--- src/ccs_pkg.sv ---
package ccs_pkg;
    // ==================================================
    // Register map (byte addresses)
    localparam logic [7:0]  CTRL_OFS     = 8'h00;
    localparam logic [7:0]  DIV_OFS      = 8'h04;
    localparam logic [7:0]  DLY_OFS      = 8'h08;
    localparam logic [7:0]  STAT_OFS     = 8'h0C;
    localparam logic [7:0]  PER_OFS      = 8'h10;
    localparam logic [7:0]  ODLY_OFS     = 8'h14;
    localparam int          NUM_OUTS     = 5;
    // ==================================================
    // Control fields
    localparam int          C_SITE_RST   = 0;
    localparam int          C_LOOP_EN    = 1;
    localparam int          C_SYS_BYP    = 2;
    localparam int          C_FB_BYP     = 3;
    localparam int          C_CORE1_EN   = 4;
    localparam int          C_CORE2_EN   = 5;
    localparam int          C_EXT_A      = 6;
    localparam int          C_EXT_B      = 7;
    localparam int          C_EXT_C      = 8;
    localparam logic [8:0]  CTRL_RESET   = 9'h001;
    // ==================================================
    // Divider fields, each stores factor minus one
    localparam int          D_IN_LSB     = 0;
    localparam int          D_FB_LSB     = 7;
    localparam int          D_U_LSB      = 14;
    localparam int          D_V_LSB      = 19;
    localparam int          D_W_LSB      = 24;
    localparam int          IN_DIV_W     = 7;
    localparam int          OUT_DIV_W    = 5;
    localparam logic [28:0] DIV_RESET    = 29'h0000_0000;
    // ==================================================
    // Delay select fields, five bits each
    localparam int          S_FB_LSB     = 0;
    localparam int          S_GLA_LSB    = 5;
    localparam int          S_GLB_LSB    = 10;
    localparam int          S_GLC_LSB    = 15;
    localparam int          S_YB_LSB     = 20;
    localparam int          S_YC_LSB     = 25;
    localparam int          SEL_W        = 5;
    localparam logic [29:0] DLY_RESET    = 30'h0000_0000;
    // ==================================================
    // Nominal delays in picoseconds
    localparam logic [31:0] SYS_DELAY_PS = 32'h0000_07D0;
    localparam logic [31:0] FB_MIN_PS    = 32'h0000_0258;
    localparam logic [31:0] FB_STEP_PS   = 32'h0000_00A0;
    localparam logic [31:0] FB_MAX_PS    = 32'h0000_15B8;
    localparam logic [31:0] GL_DRV_PS    = 32'h0000_02F3;
    localparam logic [31:0] GL_STEP_PS   = 32'h0000_00C8;
    localparam logic [31:0] GL_MAX_PS    = 32'h0000_1A4F;
    // ==================================================
    // Site operating mode
    typedef enum logic [1:0] {
        MODE_HOLD       = 2'b00,
        MODE_LOOP       = 2'b01,
        MODE_DELAY_ONLY = 2'b10
    } mode_t;
endpackage

--- src/clock_conditioning_site.sv ---
// Summary of operation
// - Input and feedback dividers take any integer factor 1 to 128.
// - Each of three output dividers takes any integer factor 1 to 32.
// - Primary rate is reference times feedback over input times primary.
// - Secondary one global and core outputs run at ref*m/(n*v).
// - Secondary two global and core outputs run at ref*m/(n*w).
// - All five outputs share one input and one feedback divider.
// - Seven delay elements: two in feedback, one per output.
// - Fixed system feedback delay is nominally 2 ns.
// - Feedback delay selectable 0.6 to 5.56 ns in 160 ps steps.
// - System and feedback delays each have an independent bypass.
// - Feedback path delay advances outputs, acting as negative delay.
// - Each global output adds a fixed 0.755 ns driver delay.
// - Global delay steps 200 ps from its start, up to 6.735 ns.
// - Core outputs offer 0.6 to 5.56 ns delay in 160 ps steps.
// - Delay-only paths use the same delay elements as the loop.
// - Loop unused: three delay-only paths, own input, own delay.
// - Loop unused: primary global may pass input through delay only.
// - Primary-only loop frees two globals; three used blocks the loop.
// - A secondary core output used alone reserves one global network.
module clock_conditioning_site
    import ccs_pkg::*;
#(
    parameter logic [31:0] GL_START_PS = 32'h0000_0000,
    parameter int          PER_W       = 16
) (
    input  wire logic        core_clk,
    input  wire logic        rst,
    input  wire logic [7:0]  paddr,
    input  wire logic        psel,
    input  wire logic        penable,
    input  wire logic        pwrite,
    input  wire logic [31:0] pwdata,
    output logic             pready,
    output logic [31:0]      prdata,
    output logic             pslverr,
    input  wire logic        reference_clock_in,
    input  wire logic [2:0]  delay_only_path,
    output logic             primary_global_out,
    output logic             secondary_global_out_one,
    output logic             secondary_global_out_two,
    output logic             core_out_one,
    output logic             core_out_two,
    output logic             loop_active
);
    import ccs_pkg::*;

    // ==================================================
    // Helpers
    function automatic logic [31:0] step_ps(input logic [31:0] base,
                                            input logic [31:0] step,
                                            input logic [4:0]  sel);
        step_ps = base + step * {27'h000_0000, sel};
    endfunction

    function automatic logic [32:0] nco(input logic [31:0] acc,
                                        input logic [31:0] inc,
                                        input logic [31:0] lim);
        logic [31:0] sum;
        sum = acc + inc;
        if (sum >= lim) begin
            nco = {1'b1, sum - lim};
        end else begin
            nco = {1'b0, sum};
        end
    endfunction

    // ==================================================
    // Configuration registers
    logic [8:0]  ctrl_q;
    logic [28:0] div_q;
    logic [29:0] dly_q;
    logic        wr_en;
    logic        rd_en;
    logic        site_rst;
    logic        mapped;
    logic        locked_wr;

    assign site_rst  = ctrl_q[C_SITE_RST];
    assign wr_en     = psel && penable && pwrite;
    assign rd_en     = psel && !penable && !pwrite;
    assign mapped    = (paddr[1:0] == 2'b00) &&
                       (paddr <= ODLY_OFS + 8'h10);
    assign locked_wr = !site_rst &&
                       (paddr == DIV_OFS || paddr == DLY_OFS);

    always_ff @(posedge core_clk) begin
        if (rst) begin
            ctrl_q <= CTRL_RESET;
        end else if (wr_en && paddr == CTRL_OFS) begin
            ctrl_q[C_SITE_RST] <= pwdata[C_SITE_RST];
            if (site_rst) begin
                ctrl_q[8:1] <= pwdata[8:1];
            end
        end
    end

    always_ff @(posedge core_clk) begin
        if (rst) begin
            div_q <= DIV_RESET;
            dly_q <= DLY_RESET;
        end else if (wr_en && site_rst) begin
            if (paddr == DIV_OFS) begin
                div_q <= pwdata[28:0];
            end
            if (paddr == DLY_OFS) begin
                dly_q <= pwdata[29:0];
            end
        end
    end

    // ==================================================
    // Divider factors, field plus one
    logic [7:0]  n_fac;
    logic [7:0]  m_fac;
    logic [5:0]  o_fac [3];

    assign n_fac    = {1'b0, div_q[D_IN_LSB +: IN_DIV_W]} + 8'h01;
    assign m_fac    = {1'b0, div_q[D_FB_LSB +: IN_DIV_W]} + 8'h01;
    assign o_fac[0] = {1'b0, div_q[D_U_LSB +: OUT_DIV_W]} + 6'h01;
    assign o_fac[1] = {1'b0, div_q[D_V_LSB +: OUT_DIV_W]} + 6'h01;
    assign o_fac[2] = {1'b0, div_q[D_W_LSB +: OUT_DIV_W]} + 6'h01;

    // ==================================================
    // Global network sharing
    logic [2:0] ext_used;
    logic       loop_blocked;
    logic [2:0] reserved;
    logic       conflict;
    mode_t      mode;

    assign ext_used     = ctrl_q[C_EXT_C:C_EXT_A];
    assign loop_blocked = &ext_used;
    assign reserved[0]  = loop_active || ext_used[0];
    assign reserved[1]  = (loop_active && ctrl_q[C_CORE1_EN]) ||
                          ext_used[1];
    assign reserved[2]  = (loop_active && ctrl_q[C_CORE2_EN]) ||
                          ext_used[2];
    assign conflict     = ctrl_q[C_LOOP_EN] && (ext_used[0] ||
                          (ctrl_q[C_CORE1_EN] && ext_used[1]) ||
                          (ctrl_q[C_CORE2_EN] && ext_used[2]));

    always_comb begin
        if (site_rst) begin
            mode = MODE_HOLD;
        end else if (ctrl_q[C_LOOP_EN] && !loop_blocked) begin
            mode = MODE_LOOP;
        end else begin
            mode = MODE_DELAY_ONLY;
        end
    end

    // ==================================================
    // Reference period measurement in core cycles
    logic             ref_q;
    logic             seen_q;
    logic [PER_W-1:0] cnt_q;
    logic [PER_W-1:0] period_q;
    logic             ref_rise;

    assign ref_rise = reference_clock_in && !ref_q;

    // Tracks the pin through site reset, so no false edge on release
    always_ff @(posedge core_clk) begin
        if (rst) begin
            ref_q <= 1'b0;
        end else begin
            ref_q <= reference_clock_in;
        end
    end

    // First rising edge only starts the count
    always_ff @(posedge core_clk) begin
        if (rst || site_rst) begin
            seen_q   <= 1'b0;
            cnt_q    <= '0;
            period_q <= '0;
        end else if (ref_rise) begin
            seen_q <= 1'b1;
            cnt_q  <= '0;
            if (seen_q) begin
                period_q <= cnt_q + 1'b1;
            end
        end else if (cnt_q != '1) begin
            cnt_q <= cnt_q + 1'b1;
        end
    end

    // ==================================================
    // Loop model: per-output phase accumulators
    // Adds 2*m per cycle; toggles when n*o*period is reached.
    // Output must stay below half the core clock rate.
    logic [31:0] acc_q [3];
    logic [2:0]  tog_q;
    logic [31:0] inc;
    logic [31:0] lim [3];

    assign inc = {23'h00_0000, m_fac, 1'b0};

    always_comb begin
        for (int k = 0; k < 3; k++) begin
            lim[k] = {24'h00_0000, n_fac} * {26'h000_0000, o_fac[k]} *
                     {{(32-PER_W){1'b0}}, period_q};
        end
    end

    always_ff @(posedge core_clk) begin
        if (rst || mode != MODE_LOOP || period_q == '0) begin
            for (int k = 0; k < 3; k++) begin
                acc_q[k] <= 32'h0000_0000;
            end
            tog_q       <= 3'b000;
            loop_active <= 1'b0;
        end else begin
            loop_active <= 1'b1;
            for (int k = 0; k < 3; k++) begin
                {tog_q[k], acc_q[k]} <= nco(acc_q[k], inc, lim[k])
                                        ^ {tog_q[k], 32'h0000_0000};
            end
        end
    end

    // ==================================================
    // Output selection
    always_ff @(posedge core_clk) begin
        if (rst) begin
            primary_global_out       <= 1'b0;
            secondary_global_out_one <= 1'b0;
            secondary_global_out_two <= 1'b0;
            core_out_one             <= 1'b0;
            core_out_two             <= 1'b0;
        end else begin
            case (mode)
                MODE_LOOP: begin
                    primary_global_out       <= tog_q[0];
                    secondary_global_out_one <= tog_q[1];
                    secondary_global_out_two <= tog_q[2];
                    core_out_one <= tog_q[1] && ctrl_q[C_CORE1_EN];
                    core_out_two <= tog_q[2] && ctrl_q[C_CORE2_EN];
                end
                MODE_DELAY_ONLY: begin
                    primary_global_out       <= delay_only_path[0];
                    secondary_global_out_one <= delay_only_path[1];
                    secondary_global_out_two <= delay_only_path[2];
                    core_out_one             <= 1'b0;
                    core_out_two             <= 1'b0;
                end
                default: begin
                    primary_global_out       <= 1'b0;
                    secondary_global_out_one <= 1'b0;
                    secondary_global_out_two <= 1'b0;
                    core_out_one             <= 1'b0;
                    core_out_two             <= 1'b0;
                end
            endcase
        end
    end

    // ==================================================
    // Delay elements, nominal picoseconds
    logic [31:0] fb_ps;
    logic [31:0] adv_ps;
    logic [31:0] gl_ps [3];
    logic [31:0] raw_ps [NUM_OUTS];
    logic [31:0] odly_q [NUM_OUTS];

    assign fb_ps = step_ps(FB_MIN_PS, FB_STEP_PS,
                           dly_q[S_FB_LSB +: SEL_W]);
    assign adv_ps = (ctrl_q[C_SYS_BYP] ? 32'h0000_0000 : SYS_DELAY_PS) +
                    (ctrl_q[C_FB_BYP]  ? 32'h0000_0000 : fb_ps);

    always_comb begin
        for (int k = 0; k < 3; k++) begin
            gl_ps[k] = step_ps(GL_START_PS, GL_STEP_PS,
                               dly_q[S_GLA_LSB + k*SEL_W +: SEL_W]);
            if (gl_ps[k] > GL_MAX_PS) begin
                gl_ps[k] = GL_MAX_PS;
            end
            raw_ps[k] = GL_DRV_PS + gl_ps[k];
        end
        raw_ps[3] = step_ps(FB_MIN_PS, FB_STEP_PS,
                            dly_q[S_YB_LSB +: SEL_W]);
        raw_ps[4] = step_ps(FB_MIN_PS, FB_STEP_PS,
                            dly_q[S_YC_LSB +: SEL_W]);
    end

    // Seven elements: two feedback, five outputs
    always_ff @(posedge core_clk) begin
        for (int k = 0; k < NUM_OUTS; k++) begin
            if (rst) begin
                odly_q[k] <= 32'h0000_0000;
            end else if (mode == MODE_LOOP) begin
                odly_q[k] <= raw_ps[k] - adv_ps;
            end else begin
                odly_q[k] <= raw_ps[k];
            end
        end
    end

    // ==================================================
    // APB slave, zero wait states, data captured in setup
    logic [31:0] rdata_d;
    logic        err_q;

    always_comb begin
        rdata_d = 32'h0000_0000;
        case (paddr)
            CTRL_OFS: rdata_d = {23'h00_0000, ctrl_q};
            DIV_OFS:  rdata_d = {3'b000, div_q};
            DLY_OFS:  rdata_d = {2'b00, dly_q};
            STAT_OFS: rdata_d = {24'h00_0000, mode, conflict, reserved,
                                 loop_blocked, loop_active};
            PER_OFS:  rdata_d = {{(32-PER_W){1'b0}}, period_q};
            default: begin
                for (int k = 0; k < NUM_OUTS; k++) begin
                    if (paddr == ODLY_OFS + 8'(4*k)) begin
                        rdata_d = odly_q[k];
                    end
                end
            end
        endcase
    end

    always_ff @(posedge core_clk) begin
        if (rst) begin
            prdata <= 32'h0000_0000;
            err_q  <= 1'b0;
        end else if (psel && !penable) begin
            prdata <= rd_en ? rdata_d : 32'h0000_0000;
            err_q  <= !mapped || (pwrite && (locked_wr ||
                      paddr >= STAT_OFS));
        end
    end

    assign pready  = psel && penable;
    assign pslverr = psel && penable && err_q;

    // ==================================================
    // Checks
    a_div_locked: assert property (@(posedge core_clk) disable iff (rst)
        !site_rst |=> $stable(div_q) && $stable(dly_q))
        else $error("divider or delay changed outside reset");
    a_in_range: assert property (@(posedge core_clk) disable iff (rst)
        n_fac != 8'h00 && n_fac <= 8'h80 && m_fac != 8'h00 && m_fac <= 8'h80)
        else $error("input or feedback factor out of range");
    a_out_range: assert property (@(posedge core_clk) disable iff (rst)
        o_fac[0] != 6'h00 && o_fac[0] <= 6'h20 && o_fac[1] != 6'h00 &&
        o_fac[1] <= 6'h20 && o_fac[2] != 6'h00 && o_fac[2] <= 6'h20)
        else $error("output factor out of range");
    a_fb_span: assert property (@(posedge core_clk) disable iff (rst)
        fb_ps >= FB_MIN_PS && fb_ps <= FB_MAX_PS)
        else $error("feedback delay outside span");
    a_bypass_adv: assert property (@(posedge core_clk) disable iff (rst)
        ctrl_q[C_SYS_BYP] && ctrl_q[C_FB_BYP] |-> adv_ps == 32'h0000_0000)
        else $error("bypassed feedback still adds delay");
    a_adv_neg: assert property (@(posedge core_clk) disable iff (rst)
        mode == MODE_LOOP ##1 mode == MODE_LOOP && $stable(dly_q)
        |-> odly_q[0] + adv_ps == raw_ps[0])
        else $error("feedback advance not subtracted");
    a_gl_driver: assert property (@(posedge core_clk) disable iff (rst)
        raw_ps[1] >= GL_DRV_PS + GL_START_PS &&
        raw_ps[2] <= GL_DRV_PS + GL_MAX_PS)
        else $error("global driver delay missing");
    a_loop_block: assert property (@(posedge core_clk) disable iff (rst)
        loop_blocked |=> !loop_active)
        else $error("loop ran with all globals taken");
    a_core_rsv: assert property (@(posedge core_clk) disable iff (rst)
        loop_active && ctrl_q[C_CORE1_EN] |-> reserved[1])
        else $error("core output did not reserve a global");
    a_dly_pass: assert property (@(posedge core_clk) disable iff (rst)
        mode == MODE_DELAY_ONLY
        |=> primary_global_out == $past(delay_only_path[0]))
        else $error("primary global not passing delay path");
    a_core_gate: assert property (@(posedge core_clk) disable iff (rst)
        !ctrl_q[C_CORE1_EN] ##1 !ctrl_q[C_CORE1_EN] |-> !core_out_one)
        else $error("core output one active while disabled");

    c_loop_run: cover property (@(posedge core_clk) disable iff (rst)
        loop_active ##1 $rose(primary_global_out));
    c_dly_only: cover property (@(posedge core_clk) disable iff (rst)
        mode == MODE_DELAY_ONLY ##1 $rose(secondary_global_out_two));
    c_locked: cover property (@(posedge core_clk) disable iff (rst)
        pslverr && pwrite);
endmodule

--- config.mk ---
export PLATFORM = sky130hd
export DESIGN_NAME = clock_conditioning_site
export DESIGN_NICKNAME = d
export VERILOG_FILES = /design/src/ccs_pkg.sv /design/src/clock_conditioning_site.sv
export SDC_FILE = /design/constraint.sdc
export NUM_CORES = 2
export LEC_CHECK = 0
export BUFFER_PORTS_ARGS = -buffer_cell sky130_fd_sc_hd__buf_2
export CAP_MARGIN = 10
export CORE_UTILIZATION = 55
export DETAILED_ROUTE_END_ITERATION = 16
export HOLD_SLACK_MARGIN = 0.1
export PLACE_DENSITY = 0.74
export SYNTH_ARGS = -nofsm -noshare
export SYNTH_HDL_FRONTEND = slang
export SYNTH_SLANG_ARGS = --single-unit
--- constraint.sdc ---
create_clock -name core_clk -period 12.6 [get_ports core_clk]
set_clock_uncertainty 0.05 [all_clocks]
set_input_delay 1.26 -clock core_clk [delete_from_list [all_inputs] [get_ports core_clk]]
set_output_delay 1.26 -clock core_clk [all_outputs]
set_load 0.02 [all_outputs]
==> run metrics <==
CTS HTree Levels=2; vias in the first global route=roughly 43,000; final setup vio count=0; syn avg cell area=8.36 sq um; Crit path max-delay family=adder cells; synth cell count leaders=inv_1 (825), nand2_1 (762), ha_1 (599), fa_1 (587), nor2_1 (492); I/O Buffers=86; fin nets=~7,500; clock-pin slew on the worst setup and hold paths=60 ps; Hold Path Class=reg2reg; row count=111; Most Frequent Cell on Critical Path=fa_1; crit path max-delay cell type=fa_1; CP peak stage delay=580 ps; max frequency=82.4 MHz; die area=0.0944 sq mm; count of pins over their slew limit=0; Slew @ Worst Pin=1380 ps; Overall Power=0.00255 W; Synth top area share=0.229; Fill cells=between 8,000 and 9,000; DRC=0; leakage=27.0 nW; pin count of the biggest net entering global routing=94; Netlist cell types=between 80 and 90; synth top area cells=fa_1 (23%), ha_1 (15%), dfxtp_1 (9.4%); IO Pins=89; largest vdd supply drop=92.8 uV; post-synth top area cell=fa_1; Hold WS=roughly 400 ps; crit path DAT=12,560 ps; placer congestion estimate=0.937; vias per cell=about 5.7; Yosys warning total=0; CP bufs+invs=8; cell count after synthesis=6,131; GR Overflow Total=0; Final Hold Fails=0; hpwl dp=104,000 um; Initial DRT Pass Iterations=6; Finished Cell Area=0.0558 sq mm; synthesized flop and latch total=339; Bufs on Longest Clock Path=3; Mapped Area=0.0513 sq mm; pwr dens=45.7 mW/mm^2; Via Count=43,000; initial antenna violation count=0; Period minus WS final=12,140 ps; Seq/Total Area, Yosys=0.152; Tot GR Track Use=0.286; MaxCap Viol Count=0; # hold bufs at CTS=0; Primary FF master, synth=dfxtp_1; initial core utilization=0.557; most common cell in the synthesized netlist=inv_1; Die Wd=roughly 310 um; routed len/inst=roughly 18 um; crit start category=register; worst-skew pair later-pin latency=630 ps; DRT iter0 DRCs=3,011; total clock buffers created by CTS=44; crit path kind=reg2reg; Required @ worst endpoint=13,020 ps; core area=0.0919 sq mm; post-route clock period utilization=0.963; Slew headroom=0.0710; TritonCTS clock tree=yes; status=completed; WL final=135,000 um; placed instance area=0.0538 sq mm; first-pass GRT wire length=218,000 um; layout cells sized above 1=0.0699; clock sink count=339; final antenna-violating net count=0; Setup crit end kind=register; EDFF count, synth=99; chip height=307 um; clock root buffer=clkbuf_16; Max FO, Critical Path=22; Post-synth ARST share=0; Layout Area Growth over Synthesis=8.79%
final cells by class:
class,count,area (sq um),area share
Antenna cell,1,2.50,0.0000449
Clock buffer,67,1310,0.0236
Clock inverter,15,208,0.00372
Inverter,826,3100,0.0556
Multi-Input combinational cell,4821,40100,0.720
Sequential cell,339,7800,0.140
Tap cell,1243,1560,0.0279
Timing Repair Buffer,237,1630,0.0293
logic make-up (layout without fill, tap and decap cells):
kind of cell | Yosys count | in the layout | synth area share
XOR/XNOR | 362 | 363 | 0.0619
AO/OA/AOI/OAI | 1030 | 1030 | 0.130
other | 2 | 108 | 0.000147
adder cells (fa/ha/maj) | 1186 | 1186 | 0.375
flip-flops | 339 | 339 | 0.152
AND/OR/NAND/NOR | 2070 | 2070 | 0.189
buffers and inverters | 1077 | 1145 | 0.0793
multiplexers | 65 | 65 | 0.0127
flip-flops by register name (all words and copies together), names as in the netlist, 9 cells and up:
name / cells
odly_q: 99
acc_q: 96
cnt_q: 16
div_q: 29
prdata: 32
ctrl_q: 9
dly_q: 30
period_q: 16
power by group:
part | leakage, nW | switching [W] | internal [W]
clock | 0.742 | 0.000566 | 0.000770
combinational | 23.3 | 0.0000469 | 0.0000192
sequential | 2.95 | 0.00000663 | 0.00114
timing repair:
action | in CTS | in global routing
setup buffers | 0 | 15
gates cloned | 0 | 1
setup endpoints to repair | 63 | 99
pin swaps | 0 | 36
resized for setup | 5 | 76
routing by layer:
metal	GRT usage	share of wire
met2	0.479	0.47
met4	0.114	0.042
met5	0	0
met3	0.0343	0.067
met1	0.376	0.42
worst min-delay path: stages (launching register included):
cell and delay [ps]:
dfxtp_1 310, nand2_1 50, a21oi_1 50
per-stage QoR:
stage / std cells / setup WS [ps] / utilization / setup TNS (ps)
after floorplan: 6236 / 488 / - / 0
after global placement: 7450 / -98.0 / 0.585 / -446
after detailed placement: 7450 / -285 / 0.585 / -5070
after CTS: 7532 / 7.56 / 0.602 / 0
after global routing: 7548 / -81.2 / 0.606 / -1060
final: 7549 / 462 / 0.606 / 0
cell usage in the layout, fill, tap and decap left out, types with 64 or more instances in the layout:
master | netlist | final
conb_1 | 2 | 107
a21o_1 | 116 | 115
and2_1 | 293 | 292
nand3_1 | 86 | 85
edfxtp_1 | 99 | 99
xnor2_1 | 227 | 225
buf_2 | 10 | 85
buf_4 | 0 | 146
nor2b_1 | 69 | 68
ha_1 | 599 | 596
nand2_1 | 762 | 758
a21oi_1 | 366 | 356
nand2b_1 | 93 | 93
o21ai_0 | 176 | 165
inv_1 | 825 | 825
dfxtp_1 | 240 | 223
mux2i_1 | 64 | 64
nor3_1 | 76 | 72
fa_1 | 587 | 587
nor2_1 | 492 | 486
xor2_1 | 135 | 132
final timing paths:
| check | startpoint | to | slack [ps] | depth (start not counted) |
|---|---|---|---|---|
| hold / removal | prdata[6] | prdata[6] | 400 | 2 |
| setup / recovery | div_q[0] | acc_q[5] | 460 | 47 |
| setup reg to reg | div_q[0] | acc_q[5] | 460 | 47 |
| hold reg to reg | prdata[6] | prdata[6] | 400 | 2 |
(Power assumes the default switching activity.)
